## config.mk

```make
export PLATFORM = sky130hd
export DESIGN_NAME = wgs_status_image
export DESIGN_NICKNAME = d
export VERILOG_FILES = /design/src/verilog/wgs_pkg.sv /design/src/verilog/wgs_status_image.sv
export VERILOG_INCLUDE_DIRS = /design/src /design/src/verilog
export SDC_FILE = /design/constraint.sdc
export NUM_CORES = 1
export LEC_CHECK = 0
export BUFFER_PORTS_ARGS = -buffer_cell sky130_fd_sc_hd__buf_4
export CORE_ASPECT_RATIO = 0.75
export CORE_MARGIN = 3
export CORE_UTILIZATION = 59
export DETAILED_ROUTE_END_ITERATION = 6
export PLACE_DENSITY = 0.81
export REMOVE_ABC_BUFFERS = 1
export SETUP_SLACK_MARGIN = 0.5
export SLEW_MARGIN = 20
export SYNTH_ARGS = -nofsm -noshare
export SYNTH_HDL_FRONTEND = slang
export SYNTH_SLANG_ARGS = --single-unit
```

## constraint.sdc

```tcl
create_clock -name clk -period 3.1 [get_ports clk]
set_clock_uncertainty 0.2 [all_clocks]
set_input_delay 0.31 -clock clk [delete_from_list [all_inputs] [get_ports clk]]
set_output_delay 0.31 -clock clk [all_outputs]
set_load 0.02 [all_outputs]
```

## src/verilog/wgs_consts.svh

```systemverilog
`ifndef WGS_CONSTS_SVH
`define WGS_CONSTS_SVH

// Word indices of the controller-output image.
`define WGS_W_COVER_S1 4'h4
`define WGS_W_COVER_S2 4'h5
`define WGS_W_QUALITY 4'h6
`define WGS_W_SPEED_ACCEL 4'h7
`define WGS_W_GUIDE_STATUS 4'h8
`define WGS_W_GUIDE_POINT 4'h9
`define WGS_W_THREADS_S1 4'hA
`define WGS_W_THREADS_S2 4'hB
`define WGS_W_ACT_INFO 4'hC
`define WGS_W_CTRL_SETTINGS 4'hD
`define WGS_W_WIDTH_HI 4'hE
`define WGS_W_WIDTH_LO 4'hF

// Paged words.
`define WGS_PAGE_ACTUATOR 16'h0001
`define WGS_PAGE_CONFIRM 2'h3

// Percent fields.
`define WGS_PCT_MAX 8'h64
`define WGS_POS_REVERSED_BASE 8'h80

// Field positions.
`define WGS_ST_HF_DISTURB 7
`define WGS_ST_MODE_LSB 8
`define WGS_ST_MODE_MSB 12
`define WGS_CS_MOTOR_POL 13
`define WGS_CS_FLAGS_LSB 8
`define WGS_CS_FLAGS_MSB 12

// Reset value of every image word.
`define WGS_WORD_RST 16'h0000

`endif

```

## src/verilog/wgs_pkg.sv

```systemverilog
package wgs_pkg;

   typedef logic [15:0] wgs_word_t;

   typedef enum logic {
      WGS_DIV_IDLE,
      WGS_DIV_BUSY
   } wgs_div_state_t;

endpackage

```

## src/verilog/wgs_status_image.sv

```systemverilog
`include "wgs_consts.svh"

module wgs_status_image
   import wgs_pkg::*;
#(
   parameter int CNT_W = 16
) (
   input wire logic clk,
   input wire logic reset_n,
   // Word read port towards the fieldbus module.
   input wire logic [3:0] rd_addr,
   output logic [15:0] rd_data,
   // Controller-input word 7, written by the PLC.
   input wire logic [15:0] app_page,
   // Binary pixel streams of the two sensors, one pixel per valid cycle.
   input wire logic [1:0] pix_valid,
   input wire logic [1:0] pix_on,
   input wire logic [1:0] pix_last,
   input wire logic [7:0] quality_s1,
   input wire logic [7:0] quality_s2,
   input wire logic [7:0] guide_flags,
   input wire logic [4:0] guide_modes,
   input wire logic [15:0] guide_point,
   input wire logic [7:0] speed_pct,
   input wire logic [7:0] accel_pct,
   input wire logic [7:0] act_pitch,
   input wire logic [6:0] act_stroke,
   input wire logic [7:0] act_pos_pct,
   input wire logic motor_pol_normal,
   input wire logic [4:0] setting_flags,
   input wire logic width_mode,
   input wire logic width_taught,
   input wire logic filter_en,
   input wire logic [31:0] width_raw,
   input wire logic [31:0] width_filt,
   output logic [1:0] image_done
);

   if (CNT_W != 16) begin : g_check
      $error("wgs_status_image: CNT_W must be 16 to fill a 16-bit image word");
   end

   wgs_word_t cover_w [2];
   wgs_word_t threads_w [2];
   wgs_word_t mean_w [2];

   // Per-sensor image measurement: coverage, thread count and mean width.
   for (genvar s = 0; s < 2; s++) begin : g_sensor
      logic [CNT_W-1:0] cov_acc_r;
      logic [CNT_W-1:0] thr_acc_r;
      logic prev_on_r;
      logic [CNT_W-1:0] cov_r;
      logic [CNT_W-1:0] thr_r;
      logic done_r;
      wgs_div_state_t div_state_r;
      logic [4:0] div_cnt_r;
      logic [CNT_W:0] rem_r;
      logic [CNT_W-1:0] quo_r;
      logic [CNT_W-1:0] den_r;
      logic [CNT_W-1:0] mean_r;

      wire logic rising = pix_valid[s] & pix_on[s] & ~prev_on_r;
      wire logic [CNT_W-1:0] cov_nxt = cov_acc_r + {{(CNT_W-1){1'b0}}, pix_valid[s] & pix_on[s]};
      wire logic [CNT_W-1:0] thr_nxt = thr_acc_r + {{(CNT_W-1){1'b0}}, rising};
      wire logic frame_end = pix_valid[s] & pix_last[s];
      wire logic [CNT_W:0] rem_shift = {rem_r[CNT_W-1:0], quo_r[CNT_W-1]};
      wire logic rem_fits = rem_shift >= {1'b0, den_r};
      wire logic [CNT_W:0] rem_sub = rem_shift - {1'b0, den_r};
      wire logic [CNT_W-1:0] quo_step = {quo_r[CNT_W-2:0], rem_fits};

      // Each web adds its covered pixels; a rising edge starts a new web.
      always_ff @(posedge clk or negedge reset_n) begin
         if (!reset_n) begin
            cov_acc_r <= '0;
            thr_acc_r <= '0;
            prev_on_r <= 1'b0;
         end else if (frame_end) begin
            cov_acc_r <= '0;
            thr_acc_r <= '0;
            prev_on_r <= 1'b0;
         end else if (pix_valid[s]) begin
            cov_acc_r <= cov_nxt;
            thr_acc_r <= thr_nxt;
            prev_on_r <= pix_on[s];
         end
      end

      // Results are latched at the last pixel, unfiltered.
      always_ff @(posedge clk or negedge reset_n) begin
         if (!reset_n) begin
            cov_r <= '0;
            thr_r <= '0;
            done_r <= 1'b0;
         end else begin
            done_r <= frame_end;
            if (frame_end) begin
               cov_r <= cov_nxt;
               thr_r <= thr_nxt;
            end
         end
      end

      // Restoring divider: mean = coverage / threads; a new image restarts it.
      always_ff @(posedge clk or negedge reset_n) begin
         if (!reset_n) begin
            div_state_r <= WGS_DIV_IDLE;
            div_cnt_r <= '0;
            rem_r <= '0;
            quo_r <= '0;
            den_r <= '0;
            mean_r <= '0;
         end else if (frame_end) begin
            div_state_r <= WGS_DIV_BUSY;
            div_cnt_r <= 5'h10;
            rem_r <= '0;
            quo_r <= cov_nxt;
            den_r <= thr_nxt;
         end else begin
            unique case (div_state_r)
               WGS_DIV_IDLE: begin
                  div_cnt_r <= '0;
               end
               WGS_DIV_BUSY: begin
                  rem_r <= rem_fits ? rem_sub : rem_shift;
                  quo_r <= quo_step;
                  div_cnt_r <= div_cnt_r - 5'h01;
                  if (div_cnt_r == 5'h01) begin
                     div_state_r <= WGS_DIV_IDLE;
                     mean_r <= (den_r == '0) ? '0 : quo_step;
                  end
               end
            endcase
         end
      end

      assign cover_w[s] = cov_r;
      assign threads_w[s] = thr_r;
      assign mean_w[s] = mean_r;
      assign image_done[s] = done_r;
   end

   // Percent fields are capped at 100; the position field adds 0x80 when motor polarity is reversed.
   wire logic [7:0] speed_sat = (speed_pct > `WGS_PCT_MAX) ? `WGS_PCT_MAX : speed_pct;
   wire logic [7:0] accel_sat = (accel_pct > `WGS_PCT_MAX) ? `WGS_PCT_MAX : accel_pct;
   wire logic [7:0] pos_sat = (act_pos_pct > `WGS_PCT_MAX) ? `WGS_PCT_MAX : act_pos_pct;
   wire logic [7:0] pos_field = motor_pol_normal ? pos_sat : pos_sat + `WGS_POS_REVERSED_BASE;

   wire logic page_ok = (app_page == `WGS_PAGE_ACTUATOR);

   wire wgs_word_t quality_word = {quality_s1, quality_s2};
   wire wgs_word_t speed_word = {speed_sat, accel_sat};
   wire wgs_word_t status_word = {3'h0, guide_modes, guide_flags};

   // Stroke bits 5:0 occupy bits 13:8; bits 15:14 are forced high as a page confirmation, over stroke bit 6.
   wire wgs_word_t act_info_raw = {1'b0, act_stroke, act_pitch};
   wire wgs_word_t act_info_word = page_ok ?
      (act_info_raw | {`WGS_PAGE_CONFIRM, 14'h0000}) : `WGS_WORD_RST;
   wire wgs_word_t settings_word = page_ok ?
      {`WGS_PAGE_CONFIRM, motor_pol_normal, setting_flags, pos_field} : `WGS_WORD_RST;

   // Width is taken as delivered: pixels with the taught compensation applied.
   wire logic [31:0] width_sel = filter_en ? width_filt : width_raw;
   wire logic [31:0] width_val = width_taught ? width_sel : 32'h0000_0000;
   wire wgs_word_t width_hi_word = width_mode ? width_val[31:16] : mean_w[0];
   wire wgs_word_t width_lo_word = width_mode ? width_val[15:0] : mean_w[1];

   logic [15:0] rd_mux;

   always_comb begin
      unique case (rd_addr)
         `WGS_W_COVER_S1: rd_mux = cover_w[0];
         `WGS_W_COVER_S2: rd_mux = cover_w[1];
         `WGS_W_QUALITY: rd_mux = quality_word;
         `WGS_W_SPEED_ACCEL: rd_mux = speed_word;
         `WGS_W_GUIDE_STATUS: rd_mux = status_word;
         `WGS_W_GUIDE_POINT: rd_mux = guide_point;
         `WGS_W_THREADS_S1: rd_mux = threads_w[0];
         `WGS_W_THREADS_S2: rd_mux = threads_w[1];
         `WGS_W_ACT_INFO: rd_mux = act_info_word;
         `WGS_W_CTRL_SETTINGS: rd_mux = settings_word;
         `WGS_W_WIDTH_HI: rd_mux = width_hi_word;
         `WGS_W_WIDTH_LO: rd_mux = width_lo_word;
         default: rd_mux = `WGS_WORD_RST;
      endcase
   end

   logic [15:0] rd_data_r;

   always_ff @(posedge clk or negedge reset_n) begin
      if (!reset_n) begin
         rd_data_r <= `WGS_WORD_RST;
      end else begin
         rd_data_r <= rd_mux;
      end
   end

   assign rd_data = rd_data_r;

endmodule
```

==> results of run 1 <==
cells by family after synthesis:
| logic type | after synthesis | share of synthesized area [%] |
|---|---|---|
| multiplexers | 74 | 5.31 |
| XOR/XNOR | 82 | 4.75 |
| AND/OR/NAND/NOR | 499 | 15.9 |
| flip-flops | 256 | 42.4 |
| buffers and inverters | 198 | 5.22 |
| adder cells (fa/ha/maj) | 46 | 3.91 |
| AO/OA/AOI/OAI | 528 | 22.6 |
worst reg2reg max path, stage by stage, from the launching register on:
cell      delay [ns]
dfrtp_1         0.42
inv_2           0.10
ha_4            0.22
a21o_1          0.19
a31oi_4         0.21
a211oi_4        0.10
or3_1           0.38
or4_1           0.47
nand4_1         0.12
a31oi_1         0.09
registers in the layout (all words and copies together) (netlist names):
signal,cells
g_sensor.den_r,32
g_sensor.div_state_r,2
g_sensor.mean_r,32
g_sensor.cov_acc_r,32
g_sensor.thr_acc_r,32
g_sensor.cov_r,32
rd_data,16
g_sensor.rem_r,32
g_sensor.div_cnt_r,10
g_sensor.quo_r,32
g_sensor.prev_on_r,2
g_sensor.done_r,2
worst paths after layout:
| path | startpoint | to | cells past startpoint |
|---|---|---|---|
| min in group asynchronous | reset_n | rd_data[3] | 2 |
| max in group asynchronous | reset_n | g_sensor[0].cov_r[10] | 3 |
| worst max-delay path | g_sensor[0].den_r[4] | g_sensor[0].rem_r[15] | 9 |
| worst max register to register | g_sensor[0].den_r[4] | g_sensor[0].rem_r[15] | 9 |
| worst min register to register | g_sensor[1].cov_r[0] | g_sensor[1].cov_r[0] | 2 |
| worst min-delay path | pix_valid[0] | g_sensor[0].div_cnt_r[1] | 4 |
per-stage QoR:
step	utilization [%]	total power [mW]	setup slack (ns)	std cells	hold slack, ns
3_3_place_gp	68.1	10.2	0.284	2169	0.102
5_1_grt	76.7	16.0	0.362	2306	0.0848
4_1_cts	75.3	14.5	0.501	2287	0.0310
6_report	76.7	15.3	0.436	2307	0.0475
2_1_floorplan	-	8.69	0.182	1577	-0.186
3_5_place_dp	68.1	10.4	0.248	2169	0.100
routing by layer:
metal / vias up / share of wire, % / GRT usage (%)
met1: 7175 / 40 / 50.7
met5: - / 0.052 / 0
li1: 6601 / - / -
met3: 193 / 12 / 10.1
met2: 957 / 44 / 55.8
met4: 4 / 4.3 / 11.5
cell usage after synthesis (6+ instances only):
| cell | count |
|---|---|
| dfrtp_1 | 256 |
| nor4_1 | 12 |
| nand2b_1 | 8 |
| o21ai_1 | 8 |
| a211oi_1 | 36 |
| and2_1 | 10 |
| o31ai_1 | 17 |
| a221oi_1 | 12 |
| nor2_1 | 102 |
| xnor2_1 | 60 |
| ha_1 | 44 |
| o211ai_1 | 6 |
| nand2_1 | 195 |
| a22o_1 | 37 |
| o21a_1 | 11 |
| nand3_1 | 44 |
| a31oi_1 | 16 |
| and4_1 | 7 |
| a21o_1 | 8 |
| buf_2 | 16 |
| nor3_1 | 17 |
| and3_1 | 25 |
| inv_1 | 90 |
| mux2i_1 | 66 |
| a22oi_1 | 23 |
| nor2b_1 | 37 |
| clkbuf_1 | 77 |
| o22ai_1 | 48 |
| a211o_1 | 6 |
| nand4_1 | 13 |
| buf_1 | 9 |
| a21oi_1 | 105 |
| xor2_1 | 22 |
| o21ai_0 | 147 |
power breakdown:
| part | internal, mW | switching, mW |
|---|---|---|
| clock network | 1.89 | 1.36 |
| logic | 3.48 | 3.78 |
| registers | 4.10 | 0.673 |
area by class of cell:
type	instances	share of cell area, %
Antenna cell	1	0.0130
Clock buffer	35	3.77
Clock inverter	10	0.780
Inverter	92	1.80
Multi-Input combinational cell	1232	43.7
Sequential cell	256	33.3
Tap cell	338	2.20
Timing Repair Buffer	343	14.4
cell usage in the layout (no fill, tap or decap), drive strengths merged, types with 38 or more instances in the layout:
cell,instances
buf,309
dfrtp,256
nand2,195
o21ai,155
a21oi,107
nor2,106
inv,91
mux2i,66
xnor2,60
o22ai,48
nand3,46
ha,44
a211oi,38
repair_timing:
action                                 4_1_cts  5_1_grt
endpoints found under the hold margin      125        0
cloned                                       2        1
hold buffers                                34        0
resized for setup                           51       51
setup buffers                               37       18
setup endpoints to repair                   35       64
pin swaps                                   21       33
==> impl_metrics.env, run 1 <==
export IMPL_die_area_um2=27600
export IMPL_grt_pass1_wl_um=77900
export IMPL_path_class="flip-flop to flip-flop"
export IMPL_synthTopCellsByArea="dfrtp_1 42%, o21ai_0 4.9%, nand2_1 4.8%"
export IMPL_h_tree_depth=1
export IMPL_p_leak_nw=8.64
export IMPL_synthesis_area_um2=15100
export IMPL_final_area_um2=19200
export IMPL_yosys_area_top_type="dfrtp_1"
export IMPL_place_area_um2=17100
export IMPL_worstPathCellList="inv_2 > ha_4 > a21o_1 > a31oi_4 > a211oi_4 > or3_1 > or4_1 > nand4_1 > a31oi_1"
export IMPL_avgSynthCellArea_um2=8.98
export IMPL_ff2ff_setup_slack_ns=0.44
export IMPL_hold_viol_final=0
export IMPL_clock_latency_ns=0.56
export IMPL_crit_arrival_ns=2.85
export IMPL_ys_seq_area_share_pct=42.4
export IMPL_synth_top_area_share_pct=42.4
export IMPL_max_stage_delay_ns=0.47
export IMPL_synth_edff_count=0
export IMPL_slew_viol_final=0
export IMPL_multi_input_area_um2=8410
export IMPL_rsz0062_at_grt="yes"
export IMPL_ys_flop_type="dfrtp_1"
export IMPL_ys_warn_count=0
export IMPL_ys_types=81
export IMPL_routed_wl_um=52200
export IMPL_synthesis_instances=1683
export IMPL_die_y_um=145
export IMPL_postSynth_asyncResetShare_pct=100
export IMPL_antenna_found_initial=3
export IMPL_relSlewSlack_pct=34.6
export IMPL_drive_gt1_share_pct=23.1
export IMPL_final_seq_area_um2=6410
export IMPL_crit_slowest_cell="or4_1"
export IMPL_core_um2=25100
export IMPL_grt_max_degree=68
export IMPL_status="complete, but fails checks"
export IMPL_die_x_um=191
export IMPL_tritoncts="built"
export IMPL_postRouteAntennaNets=0
export IMPL_cts_max_path_buffers=3
export IMPL_place_hpwl_um=36400
export IMPL_cts_sinks=256
export IMPL_grtUsageTotal_pct=36.4
export IMPL_tightest_slew_ns=0.980
export IMPL_first_pass_iters=7
export IMPL_required_ns=3.29
export IMPL_finalCritPeriodShare_pct=85.9
export IMPL_nets=2182
export IMPL_num_rows=50
export IMPL_root_buffer="clkbuf_16"
export IMPL_violations="design-rule violations"
export IMPL_start_kind="flip-flop"
export IMPL_wl_per_cell_um=22.6
export IMPL_drcViolationCount=8
export IMPL_power_per_cell_area_nw_per_um2=794
export IMPL_num_vias=14930
export IMPL_gr_total_overflow=0
export IMPL_io_buffers=201
export IMPL_place_congestion=1.05
export IMPL_clk_pin_slew_ns=0.06
export IMPL_final_setup_tns_ns=0
export IMPL_period_needed_ns=2.66
export IMPL_synth_seq_cells=256
export IMPL_area_delta_synth_final_pct=27.3
export IMPL_critPathCaptureType="flip-flop"
export IMPL_irDropWorstVdd_mv=0.511
export IMPL_io_pins=203
export IMPL_clock_fmax_mhz=375
export IMPL_path_buf_inv=1
export IMPL_max_cap_violations=0
export IMPL_fillers=1660
export IMPL_vias_per_cell=6.47
export IMPL_drt_iter0_markers=1935
export IMPL_grt_pass1_vias=13851
export IMPL_path_max_fanout=4
export IMPL_initial_utilization_pct=60.3
export IMPL_min_path_type="input pin to flip-flop"
export IMPL_setup_viol=0
export IMPL_critical_path_top_delay_family="simple AND/OR/NAND/NOR gates"
export IMPL_cts_buffers_inserted=26
(Power assumes the default switching activity.)
==> run 2, diff against run 1 <==
ABC_AREA = 1   (was unset)
CELL_PAD_IN_SITES_DETAIL_PLACEMENT = 1   (was unset)
CELL_PAD_IN_SITES_GLOBAL_PLACEMENT = 1   (was unset)
CORE_UTILIZATION = 43   (was 59)
PLACE_DENSITY = unset   (was 0.81)
PLACE_DENSITY_LB_ADDON = 0.1   (was unset)
==> run 2 against run 1 <==
Sequential power decreased by 8.6%. Critical path type is now input pin to flip-flop. Critical endpoint is now rd_data[4]. The run now ends clean. Die area increased by 41%. Via count increased by 5.5%. Power decreased by 6.2%. Sequential share of layout area decreased by 0.084 points. Worst setup slack improved by 0.11 ns. Utilization decreased by 22 points. Synthesized cell count increased by 26%. Flip-flop and latch count unchanged. Register-to-register slack improved by 0.19 ns.
==> impl_metrics.env, run 2 <==
export IMPL_synthesis_area_um2=15700
export IMPL_irDropWorstVdd_mv=0.558
export IMPL_synth_fa_ha_area_share_pct=3.76
export IMPL_crit_arrival_ns=2.85
export IMPL_start_kind="input pin"
export IMPL_final_setup_tns_ns=0
export IMPL_drcViolationCount=0
export IMPL_status="finished clean"
export IMPL_grt_max_degree=83
export IMPL_core_um2=35400
export IMPL_synth_top_family_by_area="simple AND/OR/NAND/NOR gates"
export IMPL_ys_warn_count=0
export IMPL_first_pass_iters=5
export IMPL_min_path_type="input pin to flip-flop"
export IMPL_die_x_um=227
export IMPL_power_per_cell_area_nw_per_um2=743
export IMPL_postRouteAntennaNets=0
export IMPL_synth_simple_area_share_pct=28.8
export IMPL_whs_endpoint="g_sensor[0].thr_acc_r[14]"
export IMPL_initial_utilization_pct=44.4
export IMPL_ys_flop_type="dfrtp_1"
export IMPL_rr_worst_depth=14
export IMPL_h_tree_depth=1
export IMPL_finalCritPeriodShare_pct=82.2
export IMPL_clk_pin_slew_ns=0.07
export IMPL_cts_sinks=256
export IMPL_tightest_slew_ns=0.782
export IMPL_yosys_area_top_type="dfrtp_1"
export IMPL_area_delta_synth_final_pct=22.7
export IMPL_period_needed_ns=2.55
export IMPL_synth_edff_count=0
export IMPL_p_leak_nw=9.61
export IMPL_worstPathCellList="buf_4 > nor2_1 > nand2_1 > o22ai_1 > nor2_1 > nand3_1 > nor2_1 > nand4_1 > dlygate4sd3_1"
export IMPL_fillers=4451
export IMPL_hp_start="pix_valid[0]"
export IMPL_slew_viol_final=0
export IMPL_die_y_um=171
export IMPL_final_cell_mix="668 x nand2_1, 307 x inv_1, 255 x dfrtp_1"
export IMPL_synthTopCellsByCount="673 x nand2_1, 307 x inv_1, 256 x dfrtp_1"
export IMPL_worstReg2RegStart="g_sensor[1].den_r[4]"
export IMPL_tritoncts="built"
export IMPL_drt_iter0_markers=1274
export IMPL_wl_per_cell_um=21.7
export IMPL_grt_pass1_vias=16028
export IMPL_ys_seq_area_share_pct=40.8
export IMPL_nets=2587
export IMPL_placed_cells=2743
export IMPL_antenna_found_initial=0
export IMPL_total_power_mw=14.3
export IMPL_gr_total_overflow=0
export IMPL_synth_xor_area_share_pct=3.40
export IMPL_routed_wl_um=61600
export IMPL_hold_viol_final=0
export IMPL_synth_seq_cells=256
export IMPL_die_area_um2=38900
export IMPL_ys_types=46
export IMPL_final_core_util_pct=54.5
export IMPL_synth_mux_area_share_pct=0.701
export IMPL_max_cap_violations=0
export IMPL_cts_max_path_buffers=3
export IMPL_stdcell_count=2835
export IMPL_crit_slowest_cell="dlygate4sd3_1"
export IMPL_cts_buffers_inserted=29
export IMPL_synthesis_instances=2119
export IMPL_drive_gt1_share_pct=15.1
export IMPL_setup_viol=0
export IMPL_required_ns=3.40
export IMPL_path_class="input pin to flip-flop"
export IMPL_hold_path_depth=3
export IMPL_avgSynthCellArea_um2=7.41
export IMPL_vias_per_cell=5.56
export IMPL_ff2ff_setup_slack_ns=0.63
export IMPL_synth_compound_area_share_pct=12.7
export IMPL_yosysMostFrequentCell="nand2_1"
export IMPL_io_pins=203
export IMPL_critPathCaptureType="flip-flop"
export IMPL_clock_fmax_mhz=392
export IMPL_place_hpwl_um=47200
export IMPL_max_stage_delay_ns=0.54
export IMPL_r2r_end="g_sensor[1].rem_r[8]"
export IMPL_synthTopCellsByArea="dfrtp_1 41%, nand2_1 16%, inv_1 7.3%"
export IMPL_num_vias=15752
export IMPL_grtUsageTotal_pct=31.3
export IMPL_cp_common_cell="nor2_1"
export IMPL_layout_commonest_cell="nand2_1"
export IMPL_path_max_fanout=11
export IMPL_synth_top_area_share_pct=40.8
export IMPL_grt_pass1_wl_um=93200
export IMPL_root_buffer="clkbuf_16"
export IMPL_relSlewSlack_pct=47.7
export IMPL_io_buffers=201
export IMPL_place_congestion=0.924
export IMPL_crit_start="rd_addr[1]"
export IMPL_clock_latency_ns=0.58
export IMPL_rsz0062_at_grt="yes"
export IMPL_antenna_cells=0
export IMPL_num_rows=59
export IMPL_postSynth_asyncResetShare_pct=100
run 2: cell count changes after synthesis, sizes merged, moves of 34 or more:
cell    delta
nand2    +486
inv      +227
nand3     +90
a21oi     -70
mux2i     -55
clkbuf    -43
xnor2     -40
a211oi    -38
nor2b     -37
o22ai     +35
o21ai     -34
run 2: how the worst max path moves through the flow:
| stage | slack [ns] | cells after the start | endpoint |
|---|---|---|---|
| finish | 0.55 | 9 | rd_data[4] |
| detailed placement | 0.11 | 12 | g_sensor[0].rem_r[14] |
| global placement | 0.28 | 12 | g_sensor[0].rem_r[13] |
| global route | 0.48 | 9 | rd_data[4] |
| floorplan | 0.59 | 7 | g_sensor[1].quo_r[12] |
| CTS | 0.56 | 12 | g_sensor[1].rem_r[8] |
run 2: layer usage:
metal / wire [um] / vias to the layer above / track usage, %
li1: - / 7339 / -
met1: 28100 / 7805 / 43.8
met2: 27000 / 501 / 49.2
met3: 4340 / 107 / 6.09
met4: 2090 / 0 / 9.71
met5: 0 / - / 0
run 2: final cells by class:
type	instances	area [um2]	area share, %
Multi-Input combinational cell	1476	7860	40.8
Sequential cell	256	6410	33.3
Timing Repair Buffer	273	2190	11.4
Inverter	320	1200	6.25
Clock buffer	36	802	4.16
Tap cell	457	572	2.97
Clock inverter	17	234	1.21
run 2: power breakdown:
group	internal [mW]	total [mW]	switching (mW)	leakage [nW]
Combinational	2.27	6.16	3.89	5.66
Clock	2.26	3.80	1.55	0.508
Sequential	3.99	4.36	0.374	3.44
Total	8.51	14.3	5.81	9.61
run 2: kinds of logic (layout without fill, tap and decap cells):
| group | Yosys count | in the layout |
|---|---|---|
| mux | 11 | 11 |
| buf+inv | 387 | 646 |
| flops | 256 | 256 |
| fa+ha+maj | 46 | 46 |
| simple gates | 1049 | 1049 |
| compound gates | 309 | 309 |
| xor+xnor | 61 | 61 |
run 2: worst max-delay path, delay by kind of cell:
| family | cells | cell delay, ns |
|---|---|---|
| buf+inv | 2 | 0.66 |
| compound gates | 1 | 0.43 |
| simple gates | 6 | 1.44 |
run 2: repair_timing:
item,in CTS,in global routing
cloned,0,0
endpoints found under the setup margin,26,45
hold buffers,36,0
hold endpoints to repair,109,0
pin swaps,1,1
resized for setup,3,23
setup buffers,3,0
run 2: metrics by stage:
stage / setup slack (ns) / hold WS [ns] / cell area, um2
2_1_floorplan: 0.589 / -0.186 / 15400
3_3_place_gp: 0.277 / 0.159 / 17700
3_5_place_dp: 0.112 / 0.160 / 17700
4_1_cts: 0.556 / 0.0283 / 19200
5_1_grt: 0.483 / 0.0583 / 19300
6_report: 0.551 / 0.0439 / 19300
